### src/ips_pkg.sv
// Shared constants, types and register map of the imager power-mode sequencer.
package ips_pkg;

  // Core clock rate.
  localparam int unsigned CLK_HZ            = 25_000_000;
  localparam int unsigned CYC_PER_MS        = CLK_HZ / 1000;
  localparam int unsigned CYC_PER_US        = CLK_HZ / 1_000_000;

  // Times in their own units, as figures.
  localparam int unsigned GLITCH_WINDOW_MS  = 2000;
  localparam int unsigned STANDBY_EXIT_US   = 300;
  localparam int unsigned POWEROFF_EXIT_MS  = 1100;
  localparam int unsigned TRIG_IND_US       = 5600;
  localparam int unsigned WAKE_IND_US       = 5000;
  localparam int unsigned MS_TICK_MS        = 1;

  // The same times as counts of core clock cycles.
  localparam int unsigned GLITCH_WINDOW_CYC = CYC_PER_MS * GLITCH_WINDOW_MS;
  localparam int unsigned STANDBY_EXIT_CYC  = CYC_PER_US * STANDBY_EXIT_US;
  localparam int unsigned POWEROFF_EXIT_CYC = CYC_PER_MS * POWEROFF_EXIT_MS;
  localparam int unsigned TRIG_IND_CYC      = CYC_PER_US * TRIG_IND_US;
  localparam int unsigned WAKE_IND_CYC      = CYC_PER_US * WAKE_IND_US;
  localparam int unsigned MS_TICK_CYC       = CYC_PER_MS * MS_TICK_MS;

  // Register byte offsets.
  localparam logic [7:0]  REG_CTRL          = 8'h00;
  localparam logic [7:0]  REG_IDLE_TO       = 8'h04;
  localparam logic [7:0]  REG_SERIAL_TO     = 8'h08;
  localparam logic [7:0]  REG_TRIG_TO       = 8'h0C;
  localparam logic [7:0]  REG_STATUS        = 8'h10;

  // Field positions.
  localparam int unsigned CTRL_MANUAL_BIT   = 0;
  localparam int unsigned STAT_MODE_LSB     = 0;
  localparam int unsigned STAT_READY_BIT    = 3;
  localparam int unsigned STAT_IND_BIT      = 4;

  // Values after reset; time-outs are in milliseconds.
  localparam logic        CTRL_MANUAL_RST   = 1'b1;
  localparam logic [15:0] IDLE_TO_RST       = 16'h03E8;
  localparam logic [15:0] SERIAL_TO_RST     = 16'h0BB8;
  localparam logic [15:0] TRIG_TO_RST       = 16'h0BB8;

  // Power modes of the engine.
  typedef enum logic [2:0] {
    PM_POWERUP,
    PM_ACTIVE,
    PM_IDLE,
    PM_STANDBY,
    PM_STBY_EXIT,
    PM_POWER_OFF,
    PM_OFF_EXIT
  } ips_mode_e;

  // Register access request from software.
  typedef struct packed {
    logic [7:0]  addr;
    logic [31:0] wdata;
    logic        wr;
    logic        rd;
  } ips_bus_s;

endpackage

### src/ips_power_mode_sequencer.sv
// Power-mode sequencer with power-off indicator and register port.
`timescale 1ns/1ps
`default_nettype none

// Function
// - Supply fault within 2 s of power-up sends the engine to Power Off.
// - In Power Off, low scan or wake request powers the engine back up.
// - In Power Off, a serial host command also powers the engine up.
// - Leaving Standby on a request, operational within 300 us.
// - Leaving Power Off on a request, ready to scan after 1.1 s.
// - Scan request in Power Off drops the indicator 5.6 ms later.
// - Wake request in Power Off drops the indicator 5 ms later.
// - Indicator rises once time-outs after release of both inputs expire.
// - Idle after idle time-out; Standby after idle plus serial time-outs.
// - Power Off from Standby only in manual mode, after all three time-outs expire.
// - Indicator stays high for the whole of Power Off.
module ips_power_mode_sequencer
  import ips_pkg::*;
#(
  parameter int unsigned GLITCH_CYC   = GLITCH_WINDOW_CYC,
  parameter int unsigned STBY_EXIT_CYC = STANDBY_EXIT_CYC,
  parameter int unsigned OFF_EXIT_CYC = POWEROFF_EXIT_CYC,
  parameter int unsigned TRIG_DLY_CYC = TRIG_IND_CYC,
  parameter int unsigned WAKE_DLY_CYC = WAKE_IND_CYC,
  parameter int unsigned MS_CYC       = MS_TICK_CYC
) (
  input  wire logic     core_clk,
  input  wire logic     reset_n,
  input  wire ips_bus_s bus_req,
  output logic [31:0]   rd_data,
  input  wire logic     scan_request_n,
  input  wire logic     wake_request_n,
  input  wire logic     supply_fault,
  input  wire logic     serial_cmd_valid,
  output logic          power_off_indicator,
  output logic          ready_to_scan,
  output logic [2:0]    power_mode
);

  ////////////////////////////////////////////////////////////////////////////
  // Declarations.
  logic [2:0]  scan_sync_ff;
  logic [2:0]  wake_sync_ff;
  logic [2:0]  fault_sync_ff;
  logic        scan_n_ff;
  logic        wake_n_ff;
  logic        fault_ff;
  logic [31:0] div_cnt_ff;
  logic        ms_tick_ff;
  logic [31:0] quiet_ms_ff;
  logic [31:0] seq_cnt_ff;
  logic        trig_wake_ff;
  ips_mode_e   state_ff;
  ips_mode_e   nxt_state;
  logic        manual_mode_ff;
  logic [15:0] idle_to_ff;
  logic [15:0] serial_to_ff;
  logic [15:0] trig_to_ff;
  logic        indicator_ff;
  logic        ready_ff;
  logic [31:0] rd_data_ff;
  logic        any_req;
  logic [31:0] idle_lim;
  logic [31:0] stby_lim;
  logic [31:0] off_lim;
  logic [31:0] ind_lim;

  // Widens a count parameter and returns its last cycle index.
  function automatic logic [31:0] last_cyc(input int unsigned n);
    last_cyc = (n == 0) ? 32'h0 : 32'(n - 1);
  endfunction

  ////////////////////////////////////////////////////////////////////////////
  // Pin synchronisers: a level counts once stages two and three agree.
  always_ff @(posedge core_clk) begin
    if (!reset_n) begin
      scan_sync_ff  <= 3'h7;
      wake_sync_ff  <= 3'h7;
      fault_sync_ff <= 3'h0;
      scan_n_ff     <= 1'b1;
      wake_n_ff     <= 1'b1;
      fault_ff      <= 1'b0;
    end else begin
      scan_sync_ff  <= {scan_sync_ff[1:0], scan_request_n};
      wake_sync_ff  <= {wake_sync_ff[1:0], wake_request_n};
      fault_sync_ff <= {fault_sync_ff[1:0], supply_fault};
      if (scan_sync_ff[1] == scan_sync_ff[2]) begin
        scan_n_ff <= scan_sync_ff[2];
      end
      if (wake_sync_ff[1] == wake_sync_ff[2]) begin
        wake_n_ff <= wake_sync_ff[2];
      end
      if (fault_sync_ff[1] == fault_sync_ff[2]) begin
        fault_ff <= fault_sync_ff[2];
      end
    end
  end

  ////////////////////////////////////////////////////////////////////////////
  // Time-out thresholds are cumulative from the last host activity.
  assign any_req  = !scan_n_ff || !wake_n_ff || serial_cmd_valid;
  assign idle_lim = {16'h0, idle_to_ff};
  assign stby_lim = idle_lim + {16'h0, serial_to_ff};
  assign off_lim  = stby_lim + {16'h0, trig_to_ff};
  assign ind_lim  = trig_wake_ff ? last_cyc(TRIG_DLY_CYC)
                                 : last_cyc(WAKE_DLY_CYC);

  // Millisecond enable pulse for the time-out counter.
  always_ff @(posedge core_clk) begin
    if (!reset_n) begin
      div_cnt_ff <= 32'h0;
      ms_tick_ff <= 1'b0;
    end else if (div_cnt_ff == last_cyc(MS_CYC)) begin
      div_cnt_ff <= 32'h0;
      ms_tick_ff <= 1'b1;
    end else begin
      div_cnt_ff <= div_cnt_ff + 32'h1;
      ms_tick_ff <= 1'b0;
    end
  end

  // Milliseconds since both inputs went high and no command arrived.
  always_ff @(posedge core_clk) begin
    if (!reset_n) begin
      quiet_ms_ff <= 32'h0;
    end else if (any_req || state_ff == PM_POWERUP) begin
      quiet_ms_ff <= 32'h0;
    end else if (ms_tick_ff && quiet_ms_ff != 32'hFFFF_FFFF) begin
      quiet_ms_ff <= quiet_ms_ff + 32'h1;
    end
  end

  ////////////////////////////////////////////////////////////////////////////
  // Next power mode.
  always_comb begin
    nxt_state = state_ff;
    case (state_ff)
      PM_POWERUP: begin
        if (fault_ff) begin
          nxt_state = PM_POWER_OFF;
        end else if (seq_cnt_ff == last_cyc(GLITCH_CYC)) begin
          nxt_state = PM_ACTIVE;
        end
      end
      PM_ACTIVE: begin
        // Requests here only restart the time-outs.
        if (!any_req && quiet_ms_ff >= idle_lim) begin
          nxt_state = PM_IDLE;
        end
      end
      PM_IDLE: begin
        if (any_req) begin
          nxt_state = PM_ACTIVE;
        end else if (quiet_ms_ff >= stby_lim) begin
          nxt_state = PM_STANDBY;
        end
      end
      PM_STANDBY: begin
        if (any_req) begin
          nxt_state = PM_STBY_EXIT;
        end else if (manual_mode_ff && quiet_ms_ff >= off_lim) begin
          nxt_state = PM_POWER_OFF;
        end
      end
      PM_STBY_EXIT: begin
        if (seq_cnt_ff == last_cyc(STBY_EXIT_CYC)) begin
          nxt_state = PM_ACTIVE;
        end
      end
      PM_POWER_OFF: begin
        if (!scan_n_ff || !wake_n_ff) begin
          nxt_state = PM_OFF_EXIT;
        end else if (serial_cmd_valid) begin
          nxt_state = PM_OFF_EXIT;
        end
      end
      PM_OFF_EXIT: begin
        if (seq_cnt_ff == last_cyc(OFF_EXIT_CYC)) begin
          nxt_state = PM_ACTIVE;
        end
      end
      default: begin
        nxt_state = PM_POWERUP;
      end
    endcase
  end

  // Mode register.
  always_ff @(posedge core_clk) begin
    if (!reset_n) begin
      state_ff <= PM_POWERUP;
    end else begin
      state_ff <= nxt_state;
    end
  end

  // Sequence counter restarts on every mode change.
  always_ff @(posedge core_clk) begin
    if (!reset_n) begin
      seq_cnt_ff <= 32'h0;
    end else if (nxt_state != state_ff) begin
      seq_cnt_ff <= 32'h0;
    end else if (seq_cnt_ff != 32'hFFFF_FFFF) begin
      seq_cnt_ff <= seq_cnt_ff + 32'h1;
    end
  end

  // Remembers whether the scan request ended Power Off.
  always_ff @(posedge core_clk) begin
    if (!reset_n) begin
      trig_wake_ff <= 1'b0;
    end else if (state_ff == PM_POWER_OFF && nxt_state == PM_OFF_EXIT) begin
      trig_wake_ff <= !scan_n_ff;
    end
  end

  ////////////////////////////////////////////////////////////////////////////
  // Power-off indicator: high through Power Off, low after the scan or wake delay.
  always_ff @(posedge core_clk) begin
    if (!reset_n) begin
      indicator_ff <= 1'b0;
    end else if (nxt_state == PM_POWER_OFF) begin
      indicator_ff <= 1'b1;
    end else if (state_ff == PM_OFF_EXIT && seq_cnt_ff == ind_lim) begin
      indicator_ff <= 1'b0;
    end
  end

  // Ready to scan whenever fully powered or idling.
  always_ff @(posedge core_clk) begin
    if (!reset_n) begin
      ready_ff <= 1'b0;
    end else begin
      ready_ff <= (nxt_state == PM_ACTIVE) || (nxt_state == PM_IDLE);
    end
  end

  ////////////////////////////////////////////////////////////////////////////
  // Register writes.
  always_ff @(posedge core_clk) begin
    if (!reset_n) begin
      manual_mode_ff <= CTRL_MANUAL_RST;
      idle_to_ff     <= IDLE_TO_RST;
      serial_to_ff   <= SERIAL_TO_RST;
      trig_to_ff     <= TRIG_TO_RST;
    end else if (bus_req.wr) begin
      if (bus_req.addr == REG_CTRL) begin
        manual_mode_ff <= bus_req.wdata[CTRL_MANUAL_BIT];
      end else if (bus_req.addr == REG_IDLE_TO) begin
        idle_to_ff <= bus_req.wdata[15:0];
      end else if (bus_req.addr == REG_SERIAL_TO) begin
        serial_to_ff <= bus_req.wdata[15:0];
      end else if (bus_req.addr == REG_TRIG_TO) begin
        trig_to_ff <= bus_req.wdata[15:0];
      end
    end
  end

  // Register reads; data stand one cycle, unmapped addresses read zero.
  always_ff @(posedge core_clk) begin
    if (!reset_n) begin
      rd_data_ff <= 32'h0;
    end else if (!bus_req.rd) begin
      rd_data_ff <= 32'h0;
    end else if (bus_req.addr == REG_CTRL) begin
      rd_data_ff <= {31'h0, manual_mode_ff};
    end else if (bus_req.addr == REG_IDLE_TO) begin
      rd_data_ff <= {16'h0, idle_to_ff};
    end else if (bus_req.addr == REG_SERIAL_TO) begin
      rd_data_ff <= {16'h0, serial_to_ff};
    end else if (bus_req.addr == REG_TRIG_TO) begin
      rd_data_ff <= {16'h0, trig_to_ff};
    end else if (bus_req.addr == REG_STATUS) begin
      rd_data_ff <= {27'h0, indicator_ff, ready_ff, state_ff};
    end else begin
      rd_data_ff <= 32'h0;
    end
  end

  // Outputs come straight from flip-flops.
  assign rd_data             = rd_data_ff;
  assign power_off_indicator = indicator_ff;
  assign ready_to_scan       = ready_ff;
  assign power_mode          = state_ff;

endmodule

`default_nettype wire

### config.mk
export PLATFORM = sky130hd
export DESIGN_NAME = ips_power_mode_sequencer
export DESIGN_NICKNAME = d
export VERILOG_FILES = /design/src/ips_pkg.sv /design/src/ips_power_mode_sequencer.sv
export SDC_FILE = /design/constraint.sdc
export NUM_CORES = 1
export LEC_CHECK = 0
export ABC_AREA = 1
export BUFFER_PORTS_ARGS = -buffer_cell sky130_fd_sc_hd__buf_4
export CAP_MARGIN = 10
export CORE_MARGIN = 2
export CORE_UTILIZATION = 25
export CTS_CLUSTER_DIAMETER = 200
export CTS_CLUSTER_SIZE = 12
export DETAILED_ROUTE_END_ITERATION = 7
export GPL_TIMING_DRIVEN = 0
export HOLD_SLACK_MARGIN = 0.08
export PLACE_DENSITY = 0.41
export SLEW_MARGIN = 5
export SYNTH_ARGS = -nofsm -noshare
export SYNTH_HDL_FRONTEND = slang
export SYNTH_SLANG_ARGS = --single-unit
### constraint.sdc
create_clock -name core_clk -period 5.8 [get_ports core_clk]
set_input_delay 0.58 -clock core_clk [delete_from_list [all_inputs] [get_ports core_clk]]
set_output_delay 0.58 -clock core_clk [all_outputs]
set_load 0.1 [all_outputs]
==> results of run 1 <==
==> sequential cells by signal (all words and copies together) (netlist names), 3 cells and up <==
register / flops
div_cnt_ff: 32
quiet_ms_ff: 32
seq_cnt_ff: 32
idle_to_ff: 16
rd_data: 16
serial_to_ff: 16
trig_to_ff: 16
fault_sync_ff: 3
power_mode: 3
scan_sync_ff: 3
wake_sync_ff: 3
==> path summary, 6_finish.rpt <==
| kind | slack (ns) | from | cells after the start | endpoint |
|---|---|---|---|---|
| min | 0.29 | supply_fault | 3 | fault_sync_ff[0] |
| min reg2reg | 0.42 | wake_sync_ff[0] | 1 | wake_sync_ff[1] |
| max | 0.59 | serial_to_ff[0] | 33 | seq_cnt_ff[30] |
| max reg2reg | 0.59 | serial_to_ff[0] | 33 | seq_cnt_ff[30] |
==> routing by layer <==
layer  routed length [microns]  vias up  part of all wire [%]
li1                          -     5567                     -
met1                     16500     4820                    47
met2                     16800      156                    48
met3                      1170       34                   3.3
met4                       578        0                   1.6
met5                         0        -                     0
==> kinds of logic after synthesis <==
kind of cell             after synthesis
AND/OR/NAND/NOR                      745
buffers and inverters                282
AO/OA/AOI/OAI                        273
flip-flops                           180
adder cells (fa/ha/maj)               89
XOR/XNOR                              82
other                                  1
==> power by group through the flow <==
stage                     registers (W)  clock network [W]  logic, W
after floorplan                 0.00128                  0  0.000105
after global placement          0.00128                  0  0.000151
after detailed placement        0.00128                  0  0.000152
after CTS                       0.00125            0.00124  0.000152
after global routing            0.00125            0.00128  0.000164
final                           0.00125            0.00119  0.000151
==> placed cells by master, fill, tap and decap left out, types with 5 or more instances in the layout <==
master	n
sky130_fd_sc_hd__a21oi_1	135
sky130_fd_sc_hd__buf_2	13
sky130_fd_sc_hd__buf_4	68
sky130_fd_sc_hd__clkbuf_1	18
sky130_fd_sc_hd__clkbuf_16	17
sky130_fd_sc_hd__conb_1	16
sky130_fd_sc_hd__dfxtp_1	179
sky130_fd_sc_hd__ha_1	86
sky130_fd_sc_hd__inv_1	223
sky130_fd_sc_hd__inv_2	7
sky130_fd_sc_hd__nand2_1	308
sky130_fd_sc_hd__nand2_2	6
sky130_fd_sc_hd__nand3_1	64
sky130_fd_sc_hd__nand4_1	30
sky130_fd_sc_hd__nor2_1	200
sky130_fd_sc_hd__nor2_2	11
sky130_fd_sc_hd__nor2_4	5
sky130_fd_sc_hd__nor3_1	57
sky130_fd_sc_hd__nor3_2	5
sky130_fd_sc_hd__nor3b_1	7
sky130_fd_sc_hd__nor4_1	15
sky130_fd_sc_hd__o211ai_1	10
sky130_fd_sc_hd__o21ai_0	74
sky130_fd_sc_hd__o21ai_1	5
sky130_fd_sc_hd__o22ai_1	9
sky130_fd_sc_hd__o2bb2ai_1	7
sky130_fd_sc_hd__or2_2	11
sky130_fd_sc_hd__xnor2_1	20
sky130_fd_sc_hd__xor2_1	62
==> through the flow <==
step | worst slack [ns] | total power [W] | hold WS (ns) | area (sq um)
2_1_floorplan | 1.33 | 0.00138 | 0.390 | 11700
3_3_place_gp | 0.387 | 0.00143 | 0.394 | 12800
3_5_place_dp | 0.374 | 0.00143 | 0.402 | 12800
4_1_cts | 0.351 | 0.00264 | 0.267 | 13400
5_1_grt | 0.0406 | 0.00269 | 0.281 | 13400
6_report | 0.594 | 0.00259 | 0.293 | 13400
==> worst max-delay path, delay by kind of cell, from the launching register on <==
family / cells / cell delay [ns]
buf+inv: 3 / 0.34
simple gates: 19 / 1.98
xor+xnor: 1 / 0.13
compound gates: 6 / 1.02
flops: 1 / 0.38
fa+ha+maj: 4 / 1.25
==> final cells by class <==
cell class                      instances  share of cell area [%]
Clock inverter                         12                   0.896
Inverter                              231                    6.47
Sequential cell                       180                    26.9
Timing Repair Buffer                   51                    2.86
Clock buffer                           20                    3.41
Tap cell                              600                    5.60
Multi-Input combinational cell       1205                    51.6
Buffer                                 51                    2.25
==> what timing repair did <==
| action | CTS | global route |
|---|---|---|
| endpoints found under the setup margin | 0 | 35 |
| setup buffers | 0 | 1 |
| gates resized for setup | 0 | 8 |
| endpoints found under the hold margin | 0 | 0 |
==> results_dict.tcl, run 1 <==
set metrics [dict create \
    power.net_switching_w 0.000685 \
    grt_first_pass_wirelength_microns 55100 \
    grt_antenna_before_repair 0 \
    main_combinational_cell_family_by_area_after_synthesis "simple AND/OR/NAND/NOR gates" \
    finish.cell_count_without_fillers 2350 \
    critPathMaxFanout 10 \
    worst-setup-path-type "reg -> reg" \
    combPwrFrac_pct 5.8 \
    timing.critical_path.slowest_cell_delay_ns 0.41 \
    layout.area.seq_sq_um 3600 \
    die_y_microns 220 \
    finalMaxSlewViolations 0 \
    yosys_warnings 0 \
    dpl.cell_count 2317 \
    avgViaCountPerCell 4.50 \
    dieArea_sq_um 48200 \
    detail_route.first_pass.iterations 5 \
    place.detailed.hpwl_microns 28000 \
    power.switching_fraction_pct 26.4 \
    grt_use_met1_pct 19.3 \
    start_util_pct 25.5 \
    power_frac_clock_pct 46.1 \
    outcome "complete, no violations" \
    grtUsageMet3_pct 2.86 \
    final.period_utilization_pct 89.8 \
    ys_dominant_reg_cell "sky130_fd_sc_hd__dfxtp_1" \
    gp_routability_congestion 0.846 \
    achievable-frequency_mhz 192 \
    p_seq_share_pct 48.1 \
    power_per_cell_area_nw_per_um2 193 \
    synthesis.area_sq_um 11600 \
    synth_simple_gate_area_share_pct 29.9 \
    asyncSetResetFlopFracSynth_pct 0 \
    insertion_delay_ns 0.47 \
    synth.most_common_cell "sky130_fd_sc_hd__nand2_1" \
    timing.critical_path.arrival_ns 5.57 \
    ctsHoldBuffers 0 \
    cts_sinks 180 \
    yosys.area.top_type "sky130_fd_sc_hd__dfxtp_1" \
    htree_num_levels 4 \
    cp_data_required_time_ns 6.16 \
    synthesized_area_fraction_occupied_by_ao_oa_aoi_and_oai_cells_pct 13.1 \
    tritoncts "built" \
    synth-seq-area-share_pct 31.0 \
    critPathCaptureType "flop" \
    synth_adder_area_share_pct 9.72 \
    maximum_number_of_pins_on_one_net_before_global_route_repair 17 \
    syn_area_per_cell_sq_um 7.03 \
    timing_worst_slew_pin_value_ns 1.05 \
    cts_root_buf "sky130_fd_sc_hd__clkbuf_16" \
    post_synth_xor_area_fraction_pct 6.18 \
    drcViolationCount 0 \
    num_vias 10600 \
    core_region_area_sq_um 45600 \
    synth-edff-count 0 \
    aggregate_global_routing_overflow 0 \
    cts_buffer_depth 2 \
    drive_above_1_share_pct 10.9 \
    vias_in_the_first_global_route 10100 \
    routed_wire_length_per_instance_microns 14.9 \
    worst_hold_path_type "in -> reg" \
    grt_usage_pct 14.9 \
    total_leakage_power_nw 5.61 \
    design.portCount 85 \
    port_buffers 50 \
    most_frequent_cells_after_synthesis "sky130_fd_sc_hd__nand2_1 (308), sky130_fd_sc_hd__inv_1 (223), sky130_fd_sc_hd__nor2_1 (200)" \
    worstSetupStartpointType "flop" \
    wirelength_microns 35000 \
    globalRouteMet2Util_pct 25.1 \
    grt_setup_unrepaired "false" \
    grt_most_used_layer "met2" \
    clkTransAtPathRegs_ns 0.07 \
    floorplan.rows 78 \
    timing.final.hold_violations 0 \
    nFillCells 5065 \
    multi_input_comb_area_sq_um 6920 \
    fp.dieW_microns 220 \
    critical-path-slowest-cell "sky130_fd_sc_hd__fa_1" \
    inserted_clock_buffers 17 \
    p_int_w 0.00191 \
    syn-instance-count 1652 \
    final.min_clock_period_ns 5.21 \
    area_growth_syn_to_layout_pct 15.4 \
    drt-initial-drc-count 490 \
    timing.final.setup_violations 0 \
    synth_top_area_share_pct 31.0 \
    max_cap_viol_count 0 \
    synth_mux_area_share_pct 0 \
    yosys_register_bits 180 \
    synth_area_leaders "sky130_fd_sc_hd__dfxtp_1 (31%), sky130_fd_sc_hd__nand2_1 (10%), sky130_fd_sc_hd__ha_1 (9.4%)" \
    max-vdd-ir-drop_uv 151 \
    fin_nets 1874 \
    worst_clock_skew_ns 0.0108 \
    crit_top_cell "sky130_fd_sc_hd__nand2_1" \
    route.antenna.remaining_nets 0 \
    tns_ns 0 \
    ys_types 58 \
    n_antenna_cell 0 \
    relSlewSlack_pct 29.3 \
    final_util_pct 29.4 \
]
No activity file was read; power rests on OpenSTA's default activity.
==> run 2: changes to the inputs <==
- ABC_AREA: 1 -> default
==> results_dict.tcl, run 2 <==
set metrics [dict create \
    finalWorstSetupSlack_ns 0.227 \
    relSlewSlack_pct 14.0 \
    drt-initial-drc-count 559 \
    final_cell_mix "sky130_fd_sc_hd__dfxtp_1 (176), sky130_fd_sc_hd__nand2_1 (165), sky130_fd_sc_hd__nor2_1 (131), sky130_fd_sc_hd__buf_4 (84), sky130_fd_sc_hd__ha_1 (81)" \
    clkTransAtPathRegs_ns 0.07 \
    synth-edff-count 0 \
    syn-instance-count 1303 \
    area_growth_syn_to_layout_pct 19.9 \
    regToRegSetupSlack_ns 0.23 \
    max_cap_viol_count 0 \
    synth_top_area_share_pct 33.8 \
    finalMaxSlewViolations 0 \
    final_util_pct 30.4 \
    total_leakage_power_nw 4.85 \
    die_y_microns 211 \
    num_vias 9390 \
    start_util_pct 25.4 \
    wirelength_microns 31900 \
    final_common_cell "sky130_fd_sc_hd__dfxtp_1" \
    syn_area_per_cell_sq_um 8.19 \
    vias_in_the_first_global_route 9024 \
    power_w 0.00263 \
    port_buffers 51 \
    critPathMaxFanout 6 \
    dpl_worst_slack_ns -0.407 \
    crit_buf_inv 2 \
    tns_ns 0 \
    maximum_number_of_pins_on_one_net_before_global_route_repair 17 \
    inserted_clock_buffers 17 \
    ys_types 82 \
    avgViaCountPerCell 4.81 \
    synth-seq-area-share_pct 33.8 \
    outcome "complete, no violations" \
    cp_top_delay_family "compound AO/OA/AOI/OAI gates" \
    critical-path-slowest-cell "sky130_fd_sc_hd__dfxtp_4" \
    grt_usage_pct 14.7 \
    timing.final.hold_violations 0 \
    most_frequent_cells_after_synthesis "sky130_fd_sc_hd__dfxtp_1 (180), sky130_fd_sc_hd__nand2_1 (167), sky130_fd_sc_hd__nor2_1 (131)" \
    core_region_area_sq_um 42000 \
    yosys_warnings 0 \
    fp.dieW_microns 211 \
    synth.most_common_cell "sky130_fd_sc_hd__dfxtp_1" \
    worst_clock_skew_ns 0.0176 \
    synthesis.area_sq_um 10700 \
    timing.critical_path.slowest_cell_delay_ns 0.37 \
    route.antenna.remaining_nets 0 \
    grt_first_pass_wirelength_microns 51100 \
    critPathCaptureType "flop" \
    worst-setup-path-type "reg -> reg" \
    final.period_utilization_pct 96.1 \
    floorplan.rows 75 \
    n_antenna_cell 0 \
    worst_hold_path_type "in -> reg" \
    timing.critical_path.arrival_ns 5.95 \
    yosys.area.top_type "sky130_fd_sc_hd__dfxtp_1" \
    drcViolationCount 0 \
    htree_num_levels 4 \
    cts_root_buf "sky130_fd_sc_hd__clkbuf_16" \
    synth_area_leaders "sky130_fd_sc_hd__dfxtp_1 (34%), sky130_fd_sc_hd__ha_1 (10%), sky130_fd_sc_hd__nand2_1 (5.9%)" \
    timing_worst_slew_pin_value_ns 1.26 \
    max-vdd-ir-drop_uv 227 \
    reg_top3 "div_cnt_ff: 32 flops, quiet_ms_ff: 32 flops, seq_cnt_ff: 32 flops" \
    fin_nets 1538 \
    worstSetupStartpointType "flop" \
    timing.final.setup_violations 0 \
    yosys_register_bits 180 \
    aggregate_global_routing_overflow 0 \
    dieArea_sq_um 44400 \
    routed_wire_length_per_instance_microns 16.3 \
    grt_setup_unrepaired "true" \
    crit_top_cell "sky130_fd_sc_hd__nand2_2" \
    detail_route.first_pass.iterations 5 \
    cts_buffer_depth 2 \
    cp_data_required_time_ns 6.18 \
    tritoncts "built" \
    finish.cell_count_without_fillers 1953 \
    dpl.cell_count 1908 \
    grt_antenna_before_repair 0 \
    insertion_delay_ns 0.46 \
    design.portCount 85 \
    place.detailed.hpwl_microns 25000 \
    final.min_clock_period_ns 5.57 \
    cts_sinks 180 \
    gp_routability_congestion 0.794 \
    achievable-frequency_mhz 179 \
    asyncSetResetFlopFracSynth_pct 0 \
    ys_dominant_reg_cell "sky130_fd_sc_hd__dfxtp_1" \
    power_per_cell_area_nw_per_um2 206 \
    drive_above_1_share_pct 15.2 \
]
## run 2: changes by cell type after synthesis, sizes merged, moves of 31 or more
| cell | before | now |
|---|---|---|
| a21oi | 138 | 84 |
| nor2 | 216 | 132 |
| inv | 230 | 51 |
| nand2 | 315 | 168 |
| o21ai | 83 | 38 |
| xnor2 | 20 | 51 |
## run 2: what timing repair did
action | 4_1_cts | 5_1_grt
cloned | 0 | 1
setup buffers | 0 | 12
endpoints found under the hold margin | 0 | 0
endpoints found under the setup margin | 36 | 36
resized for setup | 10 | 53
pin swaps | 1 | 39
hold buffers | 0 | 0
## run 2: through the flow
step	area (sq um)	hold slack (ns)
3_5_place_dp	11800	0.397
4_1_cts	12400	0.292
6_report	12800	0.312
5_1_grt	12800	0.290
3_3_place_gp	11800	0.392
2_1_floorplan	10700	0.386
## run 2: final timing paths
check                  start         endpoint  depth (start not counted)
min           scan_request_n  scan_sync_ff[0]                          2
max reg2reg    idle_to_ff[0]    seq_cnt_ff[8]                         29
max            idle_to_ff[0]    seq_cnt_ff[8]                         29
min reg2reg  wake_sync_ff[0]  wake_sync_ff[1]                          1
## run 2: report_power, final
group          switching, W  internal [W]  total [W]
Clock              0.000550      0.000685    0.00123
Sequential       0.00000543       0.00124    0.00125
Combinational      0.000106     0.0000435   0.000149
Total              0.000661       0.00197    0.00263
## run 2: cell families (layout without fill, tap and decap cells)
group | Yosys count | in the layout | share of synthesized area (%)
buffers and inverters | 108 | 204 | 4.90
muxes | 12 | 12 | 1.25
other | 1 | 16 | 0.0351
DFF | 180 | 180 | 33.8
adders and majority gates | 89 | 89 | 10.6
xor gates and xnor gates | 107 | 107 | 8.78
and+or+nand+nor | 587 | 587 | 27.2
AOI/OAI and AO/OA | 219 | 219 | 13.5
## run 2: routing by layer
layer | GRT usage (%) | wire, microns | vias up
met2 | 22.3 | 13900 | 133
li1 | - | - | 4792
met5 | 0 | 0 | -
met4 | 3.45 | 320 | 0
met1 | 21.5 | 16700 | 4446
met3 | 2.68 | 1010 | 19
## run 2: area by class of cell
cell class | count | area, sq um
Buffer | 56 | 335
Clock buffer | 18 | 429
Clock inverter | 14 | 175
Fill cell | 4560 | 29200
Inverter | 52 | 195
Multi-Input combinational cell | 1030 | 6880
Sequential cell | 180 | 3610
Tap cell | 539 | 674
Timing Repair Buffer | 64 | 498
